--- src/logic/pgd_map.vh ---
// Register map, field positions and reset values of the planar datapath.
// Assumes inclusion by the datapath files only; definitions only.
`ifndef PGD_MAP_VH
`define PGD_MAP_VH

// ------------------------------------------------------------
// I/O port addresses
// ------------------------------------------------------------
`define PGD_PORT_INDEX 16'h03CE
`define PGD_PORT_DATA 16'h03CF

// ------------------------------------------------------------
// Register indexes
// ------------------------------------------------------------
`define PGD_IDX_FILL 5'h00
`define PGD_IDX_OVR 5'h01
`define PGD_IDX_CMP 5'h02
`define PGD_IDX_ROT 5'h03
`define PGD_IDX_RDP 5'h04
`define PGD_IDX_MODE 5'h05
`define PGD_IDX_INCL 5'h07
`define PGD_IDX_MASK 5'h08

// ------------------------------------------------------------
// Field positions
// ------------------------------------------------------------
`define PGD_ROT_CNT 2:0
`define PGD_ROT_FUNC 4:3
`define PGD_RDP_SEL 1:0
`define PGD_MODE_WR 1:0
`define PGD_MODE_RD 3
`define PGD_MODE_OE 4
`define PGD_MODE_SHIFT 6:5

// ------------------------------------------------------------
// Encodings
// ------------------------------------------------------------
`define PGD_FN_PASS 2'b00
`define PGD_FN_AND 2'b01
`define PGD_FN_OR 2'b10
`define PGD_FN_XOR 2'b11
`define PGD_WM_0 2'b00
`define PGD_WM_1 2'b01
`define PGD_WM_2 2'b10
`define PGD_WM_3 2'b11
`define PGD_SH_PLANAR 2'b00
`define PGD_SH_ALT 2'b01

// ------------------------------------------------------------
// Reset values
// ------------------------------------------------------------
`define PGD_RST_IDX 5'h00
`define PGD_RST_NIB 4'h0
`define PGD_RST_ROT 5'h00
`define PGD_RST_MODE 7'h00
`define PGD_RST_MASK 8'hFF

`endif

--- src/logic/pgd_serialiser.v ---
// Pixel serialiser: turns four plane bytes into eight 4-bit transfers.
// Assumes load is a one-cycle pulse on clk_i; pixel enable may stay high, one transfer per cycle.
`timescale 1ns/1ps
`include "pgd_map.vh"

module pgd_serialiser (
    input wire clk_i,
    input wire rst_i,
    input wire load_i,
    input wire pix_en_i,
    input wire [1:0] shift_ctl_i,
    input wire [31:0] planes_i,
    output reg [3:0] pix_o
);

    reg [31:0] data_q;
    reg [2:0] xfer_q;
    reg [3:0] pix_c;
    reg [2:0] hi_bit;
    reg [2:0] lo_bit;
    reg [7:0] pa;
    reg [7:0] pb;

    // ------------------------------------------------------------
    // Transfer select
    // ------------------------------------------------------------
    always @* begin
        pix_c = 4'h0;
        hi_bit = 3'd0;
        lo_bit = 3'd0;
        pa = 8'h00;
        pb = 8'h00;
        if (shift_ctl_i == `PGD_SH_PLANAR) begin
            // Plane n on output n, msb first
            lo_bit = 3'd7 - xfer_q;
            pix_c = {data_q[24 + lo_bit], data_q[16 + lo_bit], data_q[8 + lo_bit], data_q[lo_bit]};
        end else if (shift_ctl_i == `PGD_SH_ALT) begin
            // Planes 0/2 pairs first, then 1/3
            pa = xfer_q[2] ? data_q[15:8] : data_q[7:0];
            pb = xfer_q[2] ? data_q[31:24] : data_q[23:16];
            hi_bit = 3'd7 - {xfer_q[1:0], 1'b0};
            lo_bit = 3'd6 - {xfer_q[1:0], 1'b0};
            pix_c = {pb[hi_bit], pb[lo_bit], pa[hi_bit], pa[lo_bit]};
        end else begin
            // One nibble per transfer, plane 0 upper first
            pa = data_q[{xfer_q[2:1], 3'b000} +: 8];
            pix_c = xfer_q[0] ? pa[3:0] : pa[7:4];
        end
    end

    // ------------------------------------------------------------
    // Shift state and output register
    // ------------------------------------------------------------
    always @(posedge clk_i or posedge rst_i) begin
        if (rst_i) begin
            data_q <= 32'h0000_0000;
            xfer_q <= 3'd0;
            pix_o <= 4'h0;
        end else if (load_i) begin
            data_q <= planes_i;
            xfer_q <= 3'd0;
        end else if (pix_en_i) begin
            pix_o <= pix_c;
            xfer_q <= xfer_q + 3'd1;
        end
    end

endmodule // pgd_serialiser

--- src/logic/pgd_datapath.v ---
// Planar graphics datapath: index/data registers, host write and read paths,
// read latches and the pixel serialiser. Assumes an external four-plane
// frame buffer that returns read data in the cycle after mem_rd_o.
`timescale 1ns/1ps
`include "pgd_map.vh"

module pgd_datapath #(
    parameter PLANES = 4
) (
    input wire clk_i,
    input wire rst_i,
    input wire [15:0] io_addr_i,
    input wire io_wr_i,
    input wire io_rd_i,
    input wire [7:0] io_wdata_i,
    output reg [7:0] io_rdata_o,
    input wire fb_req_i,
    input wire fb_we_i,
    input wire [15:0] fb_addr_i,
    input wire [7:0] fb_wdata_i,
    output reg fb_busy_o,
    output reg fb_rvalid_o,
    output reg [7:0] fb_rdata_o,
    input wire [3:0] host_plane_write_mask_i,
    input wire chain4_i,
    output reg [15:0] mem_addr_o,
    output reg mem_rd_o,
    output reg [3:0] mem_we_o,
    output reg [31:0] mem_wdata_o,
    input wire [31:0] mem_rdata_i,
    input wire disp_load_i,
    input wire disp_pix_en_i,
    input wire [31:0] disp_data_i,
    output wire [3:0] pix_o,
    output reg [7:0] latch_readback_o
);

    // ------------------------------------------------------------
    // States
    // ------------------------------------------------------------
    localparam [3:0] ST_IDLE = 4'b0001;
    localparam [3:0] ST_WR = 4'b0010;
    localparam [3:0] ST_RD = 4'b0100;
    localparam [3:0] ST_WAIT = 4'b1000;

    // Register file
    reg [4:0] index_q;
    reg [3:0] plane_fill_colour_q;
    reg [3:0] plane_override_enable_q;
    reg [3:0] compare_colour_q;
    reg [4:0] rotate_and_function_q;
    reg [1:0] read_plane_choice_q;
    reg [6:0] graphics_access_mode_q;
    reg [3:0] compare_plane_include_q;
    reg [7:0] write_bit_mask_q;

    // Access state
    reg [3:0] state_q;
    reg [15:0] addr_q;
    reg [31:0] latch_q;
    reg [1:0] rd_plane_q;

    // Combinational helpers
    reg [7:0] reg_rdata_c;
    reg [7:0] rot_c;
    reg [15:0] rot_wide;
    reg [3:0] plane_en_c;
    reg [1:0] rd_plane_c;
    reg [7:0] cmp_c;
    reg [7:0] rd_byte_c;
    wire [31:0] wr_data_c;
    wire [31:0] cmp_plane_c;

    wire [1:0] write_mode = graphics_access_mode_q[`PGD_MODE_WR];
    wire read_mode = graphics_access_mode_q[`PGD_MODE_RD];
    wire odd_even = graphics_access_mode_q[`PGD_MODE_OE];
    wire [1:0] func_sel = rotate_and_function_q[`PGD_ROT_FUNC];
    wire [2:0] rot_cnt = rotate_and_function_q[`PGD_ROT_CNT];
    wire take = fb_req_i & ~fb_busy_o;

    // ------------------------------------------------------------
    // Register read mux
    // ------------------------------------------------------------
    always @* begin
        reg_rdata_c = 8'h00;
        case (index_q)
            `PGD_IDX_FILL: reg_rdata_c = {4'h0, plane_fill_colour_q};
            `PGD_IDX_OVR: reg_rdata_c = {4'h0, plane_override_enable_q};
            `PGD_IDX_CMP: reg_rdata_c = {4'h0, compare_colour_q};
            `PGD_IDX_ROT: reg_rdata_c = {3'b000, rotate_and_function_q};
            `PGD_IDX_RDP: reg_rdata_c = {6'h00, read_plane_choice_q};
            `PGD_IDX_MODE: reg_rdata_c = {1'b0, graphics_access_mode_q[6:3], 1'b0,
                graphics_access_mode_q[1:0]};
            `PGD_IDX_INCL: reg_rdata_c = {4'h0, compare_plane_include_q};
            `PGD_IDX_MASK: reg_rdata_c = write_bit_mask_q;
            default: reg_rdata_c = 8'h00;
        endcase
    end

    // ------------------------------------------------------------
    // Index/data port registers
    // ------------------------------------------------------------
    always @(posedge clk_i or posedge rst_i) begin
        if (rst_i) begin
            index_q <= `PGD_RST_IDX;
            plane_fill_colour_q <= `PGD_RST_NIB;
            plane_override_enable_q <= `PGD_RST_NIB;
            compare_colour_q <= `PGD_RST_NIB;
            rotate_and_function_q <= `PGD_RST_ROT;
            read_plane_choice_q <= 2'b00;
            graphics_access_mode_q <= `PGD_RST_MODE;
            compare_plane_include_q <= `PGD_RST_NIB;
            write_bit_mask_q <= `PGD_RST_MASK;
            io_rdata_o <= 8'h00;
        end else begin
            if (io_wr_i && io_addr_i == `PGD_PORT_INDEX) begin
                index_q <= io_wdata_i[4:0];
            end
            if (io_wr_i && io_addr_i == `PGD_PORT_DATA) begin
                case (index_q)
                    `PGD_IDX_FILL: plane_fill_colour_q <= io_wdata_i[3:0];
                    `PGD_IDX_OVR: plane_override_enable_q <= io_wdata_i[3:0];
                    `PGD_IDX_CMP: compare_colour_q <= io_wdata_i[3:0];
                    `PGD_IDX_ROT: rotate_and_function_q <= io_wdata_i[4:0];
                    `PGD_IDX_RDP: read_plane_choice_q <= io_wdata_i[1:0];
                    `PGD_IDX_MODE: graphics_access_mode_q <= io_wdata_i[6:0];
                    `PGD_IDX_INCL: compare_plane_include_q <= io_wdata_i[3:0];
                    `PGD_IDX_MASK: write_bit_mask_q <= io_wdata_i;
                    default: index_q <= index_q;
                endcase
            end
            // Read data one cycle after the strobe
            if (io_rd_i) begin
                if (io_addr_i == `PGD_PORT_INDEX) begin
                    io_rdata_o <= {3'b000, index_q};
                end else if (io_addr_i == `PGD_PORT_DATA) begin
                    io_rdata_o <= reg_rdata_c;
                end else begin
                    io_rdata_o <= 8'h00;
                end
            end
        end
    end

    // ------------------------------------------------------------
    // Rotation and plane selection for the incoming request
    // ------------------------------------------------------------
    always @* begin
        rot_wide = {fb_wdata_i, fb_wdata_i} >> rot_cnt;
        rot_c = rot_wide[7:0];
        if (chain4_i) begin
            plane_en_c = host_plane_write_mask_i & (4'b0001 << fb_addr_i[1:0]);
            rd_plane_c = fb_addr_i[1:0];
        end else if (odd_even) begin
            plane_en_c = host_plane_write_mask_i &
                (fb_addr_i[0] ? 4'b1010 : 4'b0101);
            rd_plane_c = {read_plane_choice_q[1], fb_addr_i[0]};
        end else begin
            plane_en_c = host_plane_write_mask_i;
            rd_plane_c = read_plane_choice_q;
        end
    end

    // ------------------------------------------------------------
    // Per-plane write path and compare
    // ------------------------------------------------------------
    genvar p;
    generate
        for (p = 0; p < PLANES; p = p + 1) begin : g_plane
            reg [7:0] src;
            reg [7:0] alu;
            reg [7:0] msk;
            reg [7:0] res;
            wire [7:0] lat = latch_q[8 * p +: 8];
            always @* begin
                msk = write_bit_mask_q;
                case (write_mode)
                    `PGD_WM_0: src = plane_override_enable_q[p] ?
                        {8{plane_fill_colour_q[p]}} : rot_c;
                    `PGD_WM_2: src = {8{fb_wdata_i[p]}};
                    `PGD_WM_3: begin
                        src = {8{plane_fill_colour_q[p]}};
                        msk = rot_c & write_bit_mask_q;
                    end
                    default: src = lat;
                endcase
                case (func_sel)
                    `PGD_FN_AND: alu = src & lat;
                    `PGD_FN_OR: alu = src | lat;
                    `PGD_FN_XOR: alu = src ^ lat;
                    default: alu = src;
                endcase
                if (write_mode == `PGD_WM_1) begin
                    res = lat;
                end else begin
                    res = (alu & msk) | (lat & ~msk);
                end
            end
            assign wr_data_c[8 * p +: 8] = res;
            // Match vector; excluded planes always match
            assign cmp_plane_c[8 * p +: 8] =
                ~(mem_rdata_i[8 * p +: 8] ^ {8{compare_colour_q[p]}}) |
                {8{~compare_plane_include_q[p]}};
        end
    endgenerate

    // ------------------------------------------------------------
    // Read result
    // ------------------------------------------------------------
    always @* begin
        cmp_c = cmp_plane_c[7:0] & cmp_plane_c[15:8] &
            cmp_plane_c[23:16] & cmp_plane_c[31:24];
        rd_byte_c = mem_rdata_i[{rd_plane_q, 3'b000} +: 8];
    end

    // ------------------------------------------------------------
    // Frame buffer access sequencer
    // ------------------------------------------------------------
    always @(posedge clk_i or posedge rst_i) begin
        if (rst_i) begin
            state_q <= ST_IDLE;
            addr_q <= 16'h0000;
            rd_plane_q <= 2'b00;
            latch_q <= 32'h0000_0000;
            fb_busy_o <= 1'b0;
            fb_rvalid_o <= 1'b0;
            fb_rdata_o <= 8'h00;
            mem_addr_o <= 16'h0000;
            mem_rd_o <= 1'b0;
            mem_we_o <= 4'h0;
            mem_wdata_o <= 32'h0000_0000;
        end else begin
            fb_rvalid_o <= 1'b0;
            mem_rd_o <= 1'b0;
            mem_we_o <= 4'h0;
            case (state_q)
                ST_IDLE: begin
                    if (take) begin
                        addr_q <= fb_addr_i;
                        mem_addr_o <= fb_addr_i;
                        rd_plane_q <= rd_plane_c;
                        fb_busy_o <= 1'b1;
                        if (fb_we_i) begin
                            mem_we_o <= plane_en_c;
                            mem_wdata_o <= wr_data_c;
                            state_q <= ST_WR;
                        end else begin
                            mem_rd_o <= 1'b1;
                            state_q <= ST_RD;
                        end
                    end
                end
                ST_WR: begin
                    fb_busy_o <= 1'b0;
                    state_q <= ST_IDLE;
                end
                ST_RD: begin
                    state_q <= ST_WAIT;
                end
                ST_WAIT: begin
                    latch_q <= mem_rdata_i;
                    fb_rdata_o <= read_mode ? cmp_c : rd_byte_c;
                    fb_rvalid_o <= 1'b1;
                    fb_busy_o <= 1'b0;
                    state_q <= ST_IDLE;
                end
                default: begin
                    fb_busy_o <= 1'b0;
                    state_q <= ST_IDLE;
                end
            endcase
        end
    end

    // ------------------------------------------------------------
    // Latch readback register
    // ------------------------------------------------------------
    always @(posedge clk_i or posedge rst_i) begin
        if (rst_i) begin
            latch_readback_o <= 8'h00;
        end else begin
            latch_readback_o <= latch_q[{read_plane_choice_q, 3'b000} +: 8];
        end
    end

    // ------------------------------------------------------------
    // Pixel serialiser
    // ------------------------------------------------------------
    pgd_serialiser u_ser (
        .clk_i(clk_i),
        .rst_i(rst_i),
        .load_i(disp_load_i),
        .pix_en_i(disp_pix_en_i),
        .shift_ctl_i(graphics_access_mode_q[`PGD_MODE_SHIFT]),
        .planes_i(disp_data_i),
        .pix_o(pix_o)
    );

endmodule // pgd_datapath

--- config.mk ---
export PLATFORM = sky130hd
export DESIGN_NAME = pgd_datapath
export DESIGN_NICKNAME = d
export VERILOG_FILES = /design/src/logic/pgd_serialiser.v /design/src/logic/pgd_datapath.v
export VERILOG_INCLUDE_DIRS = /design/src /design/src/logic
export SDC_FILE = /design/constraint.sdc
export NUM_CORES = 1
export LEC_CHECK = 0
export ABC_AREA = 1
export BUFFER_PORTS_ARGS = -buffer_cell sky130_fd_sc_hd__buf_2
export CAP_MARGIN = 0
export CORE_UTILIZATION = 45
export DETAILED_ROUTE_END_ITERATION = 10
export PLACE_DENSITY = 0.71
export RECOVER_POWER = 50
export SLEW_MARGIN = 40
export SYNTH_ARGS = -nofsm -noshare
export SYNTH_HDL_FRONTEND = slang
export SYNTH_SLANG_ARGS = --single-unit
--- constraint.sdc ---
create_clock -name clk_i -period 6.25 [get_ports clk_i]
set_input_delay 1.25 -clock clk_i [delete_from_list [all_inputs] [get_ports clk_i]]
set_output_delay 1.25 -clock clk_i [all_outputs]
set_load 0.005 [all_outputs]
==> reports/results.md, run 1 <==
Setup path
• **Critical Path Start Type** input port
• **Critical Setup Path Class** input port to async pin
• **Reg2Reg Depth** 4
• **data arrival time of the critical path** 3620 ps
• **worst setup path end** u_ser.xfer_q[0]
• **Critical Path Fanout Max** 105
• **source of the worst register-to-register timing path** state_q[1]
• **required time of the critical path** 6050 ps
• **setup slack on the worst flop-to-flop path** 2620 ps
• **CP endpoint kind** async pin
• **launch point of the worst path** rst_i
• **end of the worst register-to-register path** latch_q[11]

Global routing
• **first-pass GRT wire length** 64.3 mm
• **largest net degree at the start of global routing** 106
• **vias in the first global route** 12100
• **number of antenna violations at the first check in global routing** 0
• **remaining global-route overflow** 0
• **combined global-route utilization of all metal layers** 0.286

Logic synthesis
• **cell type with the highest aggregate area in the netlist** sky130_fd_sc_hd__dfrtp_1
• **average cell area after synthesis** 6.98 um2
• **yosys warns** 0
• **Yosys cell types** 45
• **commonest register cell after synthesis** sky130_fd_sc_hd__dfrtp_1
• **Mapped Nets** 1945
• **Synth top area share** 0.379
• **mapped cell area** 12500 um2
• **fraction of synthesized area in multiplexers** 0.000903
• **fraction of the mapped netlist area in simple logic gates** 0.271
• **share of synthesized cell area in full adder, half adder and majority cells** 0.0331
• **share of async-settable or async-resettable flops after synthesis** 1.00
• **number of standard cells after synthesis** 1787
• **synthesis-stage register bit count** 198
• **compound-cell area share of the yosys netlist** 0.217
• **register area share after synthesis** 0.398
• **synth top area cells** sky130_fd_sc_hd__dfrtp_1 38%, sky130_fd_sc_hd__nand2_1 16%, sky130_fd_sc_hd__o21ai_0 10%
• **EDFF count, synth** 0
• **xor/xnor cell area share of the yosys netlist** 0.00421
• **largest family of logic cells by synthesized area** simple AND/OR/NAND/NOR gates

Pwr
• **combinational fraction of design power** 0.205
• **Switching Fraction** 0.361
• **sequential cell fraction of total power** 0.464
• **Cell Pwr Density** 262 nW/um2
• **Pint** 2390 uW
• **switching pwr** 1350 uW
• **Total Power Consumption** 3750 uW
• **Static Leak** 0.00663 uW
• **fraction of power consumed by the clock network** 0.331
• **largest vdd supply drop** 185 uV

Timing
• **final critical-path required period** 3820 ps
• **number of failing hold endpoints at the final stage** 0
• **Setup-failing EPs final** 0
• **fmax** 262 MHz
• **slew margin rel.** -0.763
• **max-slew violation count** 217
• **post-route clock period utilization** 0.611
• **transition time of the tightest slew-check pin** 2640 ps
• **Final Skew** 20.1 ps
• **RSZ-0062 raised after global routing** false
• **total negative slack for setup checks** 0 ps

Outcome
• **result of the run** finished, violations left
• **failing checks** capacitance limit, slew limit

Drt
• **total number of vias** 13100
• **detailed-route vias per instance** 5.65
• **drt drc** 0
• **Total Wirelength** 40.0 mm
• **First DRT Iteration DRCs** 1490
• **routed len/inst** 17.3 um
• **first-pass iteration count of the detailed router** 5
• **remaining number of nets flagged by the antenna check after routing** 0

Placed design
• **Placed Cells** 2282
• **placer congestion estimate** 0.902
• **total of buffers placed on input and output ports** 207
• **Detailed Place HPWL** 28.2 mm

Final layout
• **area added between synthesis and finish** 14.6%
• **count of antenna diodes in the layout** 0
• **final cell count without fillers** 2314
• **final core utilization** 0.527
• **NumNets Final** 2087
• **share of layout cells above drive strength 1** 0.150

Floorplan
• **die width** 168 um
• **floorplan die height** 168 um
• **Rows** 60
• **overall die area** 28400 um2
• **count of boundary I/O pins** 208
• **initial core utilization** 0.460
• **Std-Cell Core Area** 27100 um2

Clocking
• **number of clock buffers inserted by TritonCTS** 17
• **CTS tree** built
• **CTS hold repair buffers** 0
• **depth of the CTS H-tree** 4
• **setup bufs post-CTS** 0
• **worst-skew pair later-pin latency** 460 ps
• **Root Buffer Master** sky130_fd_sc_hd__clkbuf_16
• **CTS max path bufs** 2
• **clock sinks** 198
• **clock-pin slew on the worst setup and hold paths** 100 ps
• **post-cts sizing count** 0

Min path
• **Min-Delay Path Class** register to register
• **cell depth of the worst hold path** 2

Run
• **Max Cap Viol** 3

-- area by class of cell --
type                            instances  area, um2
Multi-Input combinational cell       1362       6560
Clock inverter                         15        241
Timing Repair Buffer                  217       1130
Fill cell                            2716      12800
Tap cell                              372        465
Inverter                              133        503
Sequential cell                       198       4970
Clock buffer                           17        425
-- sequential cells by signal, summed over array words and instances, names as in the netlist --
name and cells:
latch_q 32, mem_wdata_o 32, u_ser.data_q 32, mem_addr_o 16, fb_rdata_o 8, io_rdata_o 8, latch_readback_o 8, write_bit_mask_q 8
graphics_access_mode_q 6, index_q 5, rotate_and_function_q 5, compare_colour_q 4, compare_plane_include_q 4, mem_we_o 4, plane_fill_colour_q 4, plane_override_enable_q 4
state_q 4, u_ser.pix_o 4, u_ser.xfer_q 3, rd_plane_q 2, read_plane_choice_q 2, fb_busy_o 1, fb_rvalid_o 1, mem_rd_o 1
-- worst max-delay path, cell delays in order --
cell                              delay, ps
sky130_fd_sc_hd__buf_2                  100
sky130_fd_sc_hd__clkinvlp_2             100
sky130_fd_sc_hd__clkdlybuf4s25_1        260
sky130_fd_sc_hd__clkbuf_2              1850
-- Yosys cell counts (3+ instances only) --
cell                        count
sky130_fd_sc_hd__inv_2          7
sky130_fd_sc_hd__nor2_1       126
sky130_fd_sc_hd__a31oi_1        7
sky130_fd_sc_hd__ha_1          33
sky130_fd_sc_hd__nand3_1      101
sky130_fd_sc_hd__dfrtp_1      189
sky130_fd_sc_hd__nor3_1         3
sky130_fd_sc_hd__clkinv_1       6
sky130_fd_sc_hd__dfstp_2        9
sky130_fd_sc_hd__o2111ai_1      5
sky130_fd_sc_hd__nor2_2         3
sky130_fd_sc_hd__clkbuf_1      46
sky130_fd_sc_hd__a211oi_1       3
sky130_fd_sc_hd__buf_1          3
sky130_fd_sc_hd__xnor2_1        6
sky130_fd_sc_hd__inv_1        118
sky130_fd_sc_hd__a41oi_1        4
sky130_fd_sc_hd__nand4_1       38
sky130_fd_sc_hd__nand2_2        9
sky130_fd_sc_hd__o22ai_1       13
sky130_fd_sc_hd__a21oi_1      180
sky130_fd_sc_hd__o211ai_1      25
sky130_fd_sc_hd__o21ai_0      249
sky130_fd_sc_hd__o21a_1         3
sky130_fd_sc_hd__nand2_1      529
sky130_fd_sc_hd__buf_2         35
sky130_fd_sc_hd__buf_4          8
sky130_fd_sc_hd__o21ai_2        8
sky130_fd_sc_hd__o21ai_1        3
-- worst min-delay path by stage --
| stage | endpoint | startpoint | slack (ps) |
|---|---|---|---|
| after CTS | mem_addr_o[8] | mem_addr_o[8] | 490 |
| after detailed placement | mem_addr_o[8] | mem_addr_o[8] | 460 |
| after floorplan | graphics_access_mode_q[3] | graphics_access_mode_q[3] | 450 |
| after global placement | mem_addr_o[0] | mem_addr_o[0] | 460 |
| final | mem_addr_o[8] | mem_addr_o[8] | 490 |
| after global routing | mem_addr_o[10] | mem_addr_o[10] | 520 |
-- power by group through the flow --
stage / sequential, uW / clock (uW) / combinational, uW
2_1_floorplan: 1670 / 0 / 480
3_3_place_gp: 1750 / 0 / 740
3_5_place_dp: 1750 / 0 / 767
4_1_cts: 1730 / 1260 / 776
5_1_grt: 1760 / 1300 / 889
6_report: 1740 / 1240 / 768
-- metal layers --
layer  vias up  GRT usage  share of wire
met5         -          0              0
met4         0      0.102          0.025
met3        75     0.0454          0.092
met2       662      0.436           0.44
met1      6039      0.413           0.44
li1       6288          -              -
-- cells in the final DEF (no fill, tap or decap), types with 13 or more instances in the layout --
cell type / count
sky130_fd_sc_hd__a21oi_1: 180
sky130_fd_sc_hd__dfrtp_1: 188
sky130_fd_sc_hd__ha_1: 33
sky130_fd_sc_hd__nand4_1: 38
sky130_fd_sc_hd__nor2_1: 126
sky130_fd_sc_hd__inv_1: 118
sky130_fd_sc_hd__nand2_1: 529
sky130_fd_sc_hd__o211ai_1: 25
sky130_fd_sc_hd__nand3_1: 101
sky130_fd_sc_hd__buf_2: 206
sky130_fd_sc_hd__o21ai_0: 249
sky130_fd_sc_hd__clkbuf_16: 17
sky130_fd_sc_hd__o22ai_1: 13
-- per-stage QoR --
stage | setup slack, ps | hold slack [ps] | cell area [um2]
finish | 2430 | 488 | 14300
detailed placement | 2330 | 460 | 13700
global route | 1800 | 516 | 14300
CTS | 2750 | 486 | 14300
global placement | 2420 | 460 | 13600
floorplan | 2450 | 453 | 12500
-- logic make-up (layout without fill, tap and decap cells) --
family / after synthesis / in the layout
compound gates: 505 / 505
fa+ha+maj: 33 / 33
xor+xnor: 6 / 6
buf+inv: 227 / 382
mux: 1 / 1
simple gates: 817 / 817
flops: 198 / 198
Power figures use the tool's default switching activity.
==> run 2, diff against run 1 <==
- PLACE_DENSITY: 0.71 -> 0.68
- clock period: 6.25 -> 3.8 ns (I/O delays scaled with it)
==> reports/results.md, run 2 (same netlist as run 1, synthesis figures left out) <==
Final layout
• **share of layout cells above drive strength 1** 0.153, was 0.150
• **most used cells in the layout excluding fill and tap cells** 529 x sky130_fd_sc_hd__nand2_1, 249 x sky130_fd_sc_hd__o21ai_0, 207 x sky130_fd_sc_hd__buf_2, was 529 x sky130_fd_sc_hd__nand2_1, 249 x sky130_fd_sc_hd__o21ai_0, 206 x sky130_fd_sc_hd__buf_2
• **leading cell type in the layout, fill and taps excluded** sky130_fd_sc_hd__nand2_1, unchanged
• **summed area of non-filler cells in the final layout** 14300 um2, about the same
• **area added between synthesis and finish** 14.4%, was 14.6%
• **registers with the most flip-flops** latch_q (32), mem_wdata_o (32), u_ser.data_q (32), unchanged
• **number of fill cells** 2696, was 2716
• **NumNets Final** 2098, was 2087
• **count of antenna diodes in the layout** 0, unchanged

Global routing
• **first-pass GRT wire length** 65.4 mm, was 64.3 mm
• **vias in the first global route** 12000, was 12100
• **remaining global-route overflow** 0, unchanged
• **largest net degree at the start of global routing** 63, was 106
• **combined global-route utilization of all metal layers** 0.293, was 0.286
• **number of antenna violations at the first check in global routing** 0, unchanged

Timing
• **final critical-path required period** 2800 ps
• **Setup-failing EPs final** 0, unchanged
• **RSZ-0062 raised after global routing** false, unchanged
• **transition time of the tightest slew-check pin** 2230 ps, was 2640 ps
• **number of failing hold endpoints at the final stage** 0, unchanged
• **fmax** 357 MHz
• **post-route clock period utilization** 0.738
• **total negative slack for setup checks** 0 ps, unchanged
• **Final Skew** 9.95 ps, was 20.1 ps
• **max-slew violation count** 63, was 217
• **slew margin rel.** -0.487, was -0.763

Floorplan
• **count of boundary I/O pins** 208, unchanged
• **die width** 168 um, unchanged
• **floorplan die height** 168 um, unchanged
• **overall die area** 28400 um2, unchanged
• **Std-Cell Core Area** 27100 um2, unchanged
• **initial core utilization** 0.460, unchanged
• **Rows** 60, unchanged

Setup path
• **data arrival time of the critical path** 3140 ps, was 3620 ps
• **required time of the critical path** 4140 ps, was 6050 ps
• **CP endpoint kind** register, was async pin
• **setup slack on the worst flop-to-flop path** 1000 ps, was 2620 ps
• **Critical Path Start Type** register, was input port
• **Critical Path Fanout Max** 22, was 105
• **Critical Setup Path Class** register to register, was input port to async pin

Drt
• **Total Wirelength** 41.0 mm, was 40.0 mm
• **drt drc** 0, unchanged
• **first-pass iteration count of the detailed router** 6, was 5
• **total number of vias** 13000, was 13100
• **First DRT Iteration DRCs** 1162, was 1490
• **routed len/inst** 17.6 um, was 17.3 um
• **detailed-route vias per instance** 5.60, was 5.65
• **remaining number of nets flagged by the antenna check after routing** 0, unchanged

Clocking
• **post-cts sizing count** 0, unchanged
• **clock sinks** 198, unchanged
• **setup bufs post-CTS** 0, unchanged
• **CTS hold repair buffers** 0, unchanged
• **depth of the CTS H-tree** 4, unchanged
• **CTS tree** built, unchanged
• **clock-pin slew on the worst setup and hold paths** 80 ps, was 100 ps
• **number of clock buffers inserted by TritonCTS** 17, unchanged
• **CTS max path bufs** 2, unchanged
• **worst-skew pair later-pin latency** 450 ps, was 460 ps
• **Root Buffer Master** sky130_fd_sc_hd__clkbuf_16, unchanged

Outcome
• **failing checks** capacitance limit, slew limit, unchanged
• **result of the run** finished, violations left, unchanged

Pwr
• **Cell Pwr Density** 420 nW/um2, was 262 nW/um2
• **Static Leak** 0.00663 uW, about the same
• **largest vdd supply drop** 323 uV, was 185 uV

Run
• **Max Cap Viol** 1, was 3

Placed design
• **Detailed Place HPWL** 29.8 mm, was 28.2 mm
• **total of buffers placed on input and output ports** 207, unchanged
• **placer congestion estimate** 0.907, was 0.902
• **instance area at placement** 13700 um2, about the same

Min path
• **Min-Delay Path Class** input port to async pin, was register to register

[run 2: changes by cell type in the layout (fill, tap and decap cells not counted), moves of 2 or more]
cell                       previous run  this run
sky130_fd_sc_hd__inv_12               3         1
sky130_fd_sc_hd__clkinv_4             0         2
sky130_fd_sc_hd__inv_8                2         4
sky130_fd_sc_hd__inv_6                1         5
sky130_fd_sc_hd__buf_4                6        13
sky130_fd_sc_hd__clkinv_8             5         1
sky130_fd_sc_hd__inv_16               4         0
sky130_fd_sc_hd__clkbuf_1             2         6
[run 2: metal layers]
layer | vias to the layer above | routed length [um] | GRT usage
met5 | - | 0 | 0
met4 | 0 | 969 | 0.0889
met3 | 66 | 3360 | 0.0491
met2 | 591 | 18200 | 0.450
met1 | 6064 | 18500 | 0.424
li1 | 6303 | - | -
[run 2: cell type report]
cell class | count | area (um2) | area share
inverters | 133 | 503 | 0.0353
multi-input cells | 1362 | 6560 | 0.460
repair buffers | 228 | 1180 | 0.0828
flip-flops and latches | 198 | 4970 | 0.348
clock buffers | 18 | 439 | 0.0308
well taps | 372 | 465 | 0.0326
clock inverters | 14 | 146 | 0.0103
[run 2: critical path, cell delays in order, from the launching register on]
cell and delay (ps):
sky130_fd_sc_hd__dfrtp_1 460, sky130_fd_sc_hd__inv_2 190, sky130_fd_sc_hd__nor2_2 550, sky130_fd_sc_hd__buf_4 400, sky130_fd_sc_hd__nand2_1 110, sky130_fd_sc_hd__nand3_1 100
sky130_fd_sc_hd__ha_1 240, sky130_fd_sc_hd__nand2_1 70, sky130_fd_sc_hd__nand2_1 60, sky130_fd_sc_hd__o21ai_0 210, sky130_fd_sc_hd__nand4_1 140, sky130_fd_sc_hd__nand2_1 90
sky130_fd_sc_hd__a21oi_1 60
[run 2: final timing paths]
kind / start / to / cells past startpoint
worst max-delay path: graphics_access_mode_q[0] / mem_wdata_o[26] / 12
worst min-delay path: rst_i / index_q[1] / 2
worst max register to register: graphics_access_mode_q[0] / mem_wdata_o[26] / 12
worst min register to register: mem_addr_o[12] / mem_addr_o[12] / 2
max in group asynchronous: rst_i / latch_q[5] / 4
min in group clk_i: mem_addr_o[12] / mem_addr_o[12] / 2
[run 2: through the flow]
stage / power (uW) / setup WS, ps / std cells / hold WS, ps / util
floorplan: 3530 / 487 / 1787 / 453 / -
global placement: 4120 / 816 / 2292 / 459 / 0.506
detailed placement: 4170 / 766 / 2293 / 460 / 0.507
CTS: 6030 / 1120 / 2325 / 338 / 0.529
global route: 6340 / 776 / 2325 / 484 / 0.526
finish: 5990 / 996 / 2325 / 439 / 0.526
[run 2: report_power, final]
group          switching, uW  total [uW]  internal, uW
combinational            759        1290           530
sequential               384        2840          2460
clock                    956        1860           902
total                   2100        5990          3890
==> run 3, diff against run 2 <==
- PLACE_DENSITY: 0.68 -> 0.71
- clock period: 3.8 -> 2.5 ns (I/O delays scaled with it)
==> reports/results.md, run 3 (same netlist as run 1, synthesis figures left out) <==
Clocking
• **worst-skew pair later-pin latency** 450 ps, about the same
• **number of clock buffers inserted by TritonCTS** 17, unchanged
• **Root Buffer Master** sky130_fd_sc_hd__clkbuf_16, unchanged
• **clock-pin slew on the worst setup and hold paths** 80 ps, about the same
• **CTS max path bufs** 2, unchanged
• **CTS tree** built, unchanged
• **depth of the CTS H-tree** 4, unchanged
• **clock sinks** 198, unchanged

Final layout
• **registers with the most flip-flops** latch_q (32), mem_wdata_o (32), u_ser.data_q (32), unchanged
• **count of antenna diodes in the layout** 0, unchanged
• **final core utilization** 0.541, was 0.526
• **leading cell type in the layout, fill and taps excluded** sky130_fd_sc_hd__nand2_1, unchanged
• **most used cells in the layout excluding fill and tap cells** 521 x sky130_fd_sc_hd__nand2_1, 235 x sky130_fd_sc_hd__o21ai_0, 207 x sky130_fd_sc_hd__buf_2, was 529 x sky130_fd_sc_hd__nand2_1, 249 x sky130_fd_sc_hd__o21ai_0, 207 x sky130_fd_sc_hd__buf_2
• **NumNets Final** 2116, was 2098
• **area added between synthesis and finish** 17.5%, was 14.4%
• **share of layout cells above drive strength 1** 0.180, was 0.153

Floorplan
• **count of boundary I/O pins** 208, unchanged
• **overall die area** 28400 um2, unchanged
• **Std-Cell Core Area** 27100 um2, unchanged
• **initial core utilization** 0.460, unchanged
• **die width** 168 um, unchanged
• **floorplan die height** 168 um, unchanged
• **Rows** 60, unchanged

Timing
• **slew margin rel.** 0.205, was -0.487
• **fmax** 418 MHz, was 357 MHz
• **max-slew violation count** 0, was 63
• **transition time of the tightest slew-check pin** 1190 ps, was 2230 ps
• **RSZ-0062 raised after global routing** true, was false
• **post-route clock period utilization** 0.958, was 0.738
• **final critical-path required period** 2390 ps, was 2800 ps
• **final worst setup slack** 106 ps, was 996 ps
• **number of failing hold endpoints at the final stage** 0, unchanged
• **Setup-failing EPs final** 0, unchanged
• **worst slack on hold paths** 230 ps, was 439 ps
• **Final Skew** 15.5 ps, was 9.95 ps

Outcome
• **result of the run** complete, no violations, was finished, violations left

Min path
• **Min-Delay Path Class** input port to register, was input port to async pin

Setup path
• **Critical Path Fanout Max** 5, was 22
• **Critical Setup Path Class** register to register, unchanged
• **CP endpoint kind** register, unchanged
• **Critical Path Start Type** register, unchanged
• **required time of the critical path** 2840 ps, was 4140 ps
• **data arrival time of the critical path** 2740 ps, was 3140 ps

Placed design
• **total of buffers placed on input and output ports** 207, unchanged
• **placer congestion estimate** 0.974, was 0.907
• **Detailed Place HPWL** 29.8 mm, about the same
• **pre-CTS setup slack** 63.2 ps, was 766 ps

Drt
• **detailed-route vias per instance** 5.66, was 5.60
• **drt drc** 0, unchanged
• **Total Wirelength** 41.4 mm, was 41.0 mm
• **First DRT Iteration DRCs** 1436, was 1162
• **routed len/inst** 17.7 um, was 17.6 um
• **remaining number of nets flagged by the antenna check after routing** 0, unchanged
• **first-pass iteration count of the detailed router** 6, unchanged
• **total number of vias** 13300, was 13000

Pwr
• **fraction of power consumed by the clock network** 0.310, about the same
• **largest vdd supply drop** 584 uV, was 323 uV
• **Static Leak** 0.00680 uW, was 0.00663 uW
• **Switching Fraction** 0.355, was 0.351
• **switching pwr** 3250 uW, was 2100 uW
• **Total Power Consumption** 9160 uW, was 5990 uW
• **Cell Pwr Density** 625 nW/um2, was 420 nW/um2
• **sequential cell fraction of total power** 0.473, was 0.474
• **Pint** 5910 uW, was 3890 uW
• **combinational fraction of design power** 0.217, was 0.215

Run
• **Max Cap Viol** 0, was 1

Global routing
• **largest net degree at the start of global routing** 84, was 63
• **remaining global-route overflow** 0, unchanged
• **combined global-route utilization of all metal layers** 0.297, was 0.293
• **first-pass GRT wire length** 66.6 mm, was 65.4 mm
• **number of antenna violations at the first check in global routing** 0, unchanged
• **vias in the first global route** 12400, was 12000

[run 3: cell types whose count changed in the layout (fill, tap and decap cells not counted), moves of 8 or more]
| cell | previous run | this run |
|---|---|---|
| sky130_fd_sc_hd__nand3_2 | 1 | 20 |
| sky130_fd_sc_hd__nand2_1 | 529 | 521 |
| sky130_fd_sc_hd__nand3_1 | 101 | 82 |
| sky130_fd_sc_hd__o21ai_0 | 249 | 235 |
| sky130_fd_sc_hd__o21ai_1 | 3 | 11 |
| sky130_fd_sc_hd__buf_4 | 13 | 24 |
[run 3: repair_timing]
item,in CTS,in global routing
hold endpoints to repair,6,0
setup endpoints to repair,0,30
setup buffers,0,4
gates resized for setup,0,59
hold buffers,1,0
[run 3: power by group through the flow]
stage	registers, uW	clock network [uW]	logic, uW
3_5_place_dp	4370	0	1990
3_3_place_gp	4360	0	1940
4_1_cts	4310	2890	2010
2_1_floorplan	4160	0	1200
5_1_grt	4400	3010	2290
6_report	4340	2840	1990
[run 3: worst max-delay path: stages, from the launching register on]
cell	delay [ps]
sky130_fd_sc_hd__dfrtp_2	450
sky130_fd_sc_hd__buf_6	140
sky130_fd_sc_hd__nand2_1	70
sky130_fd_sc_hd__nand3_1	120
sky130_fd_sc_hd__nand3_2	110
sky130_fd_sc_hd__nand2_4	100
sky130_fd_sc_hd__nand2_1	80
sky130_fd_sc_hd__nand2_1	90
sky130_fd_sc_hd__nand2_2	80
sky130_fd_sc_hd__nand3_1	70
sky130_fd_sc_hd__ha_1	280
sky130_fd_sc_hd__nand2_1	70
sky130_fd_sc_hd__nand2_1	70
sky130_fd_sc_hd__o21ai_2	100
sky130_fd_sc_hd__inv_1	60
sky130_fd_sc_hd__o21ai_1	130
sky130_fd_sc_hd__nand4_1	110
sky130_fd_sc_hd__nand2_1	80
sky130_fd_sc_hd__a21oi_1	60
[run 3: layout make-up]
class                      count  area [um2]
inverter                     133         503
clock inverter                15         180
sequential                   198        4970
fill                        2650       12400
timing repair buffer         246        1370
multi-input combinational   1362        6740
tap                          372         465
clock buffer                  17         425
[run 3: path summary, 6_finish.rpt]
kind,endpoint,cells past startpoint,slack [ps],start
worst min register to register,io_rdata_o[6],2,480,io_rdata_o[6]
worst max register to register,mem_wdata_o[11],18,110,rotate_and_function_q[0]
worst max-delay path,mem_wdata_o[11],18,110,rotate_and_function_q[0]
worst min-delay path,mem_addr_o[14],3,230,fb_addr_i[14]
max in group asynchronous,mem_wdata_o[14],5,350,rst_i
min in group asynchronous,index_q[1],3,540,rst_i
[run 3: metal layers]
layer / up-vias / part of all wire / global-route usage
li1: 6353 / - / -
met1: 6138 / 0.44 / 0.427
met2: 667 / 0.44 / 0.444
met3: 93 / 0.091 / 0.0524
met4: 0 / 0.031 / 0.117
met5: - / 0 / 0
[run 3: through the flow]
step                TNS (ps)  area (um2)  instances
finish                     0       14700       2343
global route            -102       14700       2343
CTS                        0       14500       2339
detailed placement         0       13900       2306
global placement           0       13900       2306
floorplan            -104520       12500       1787
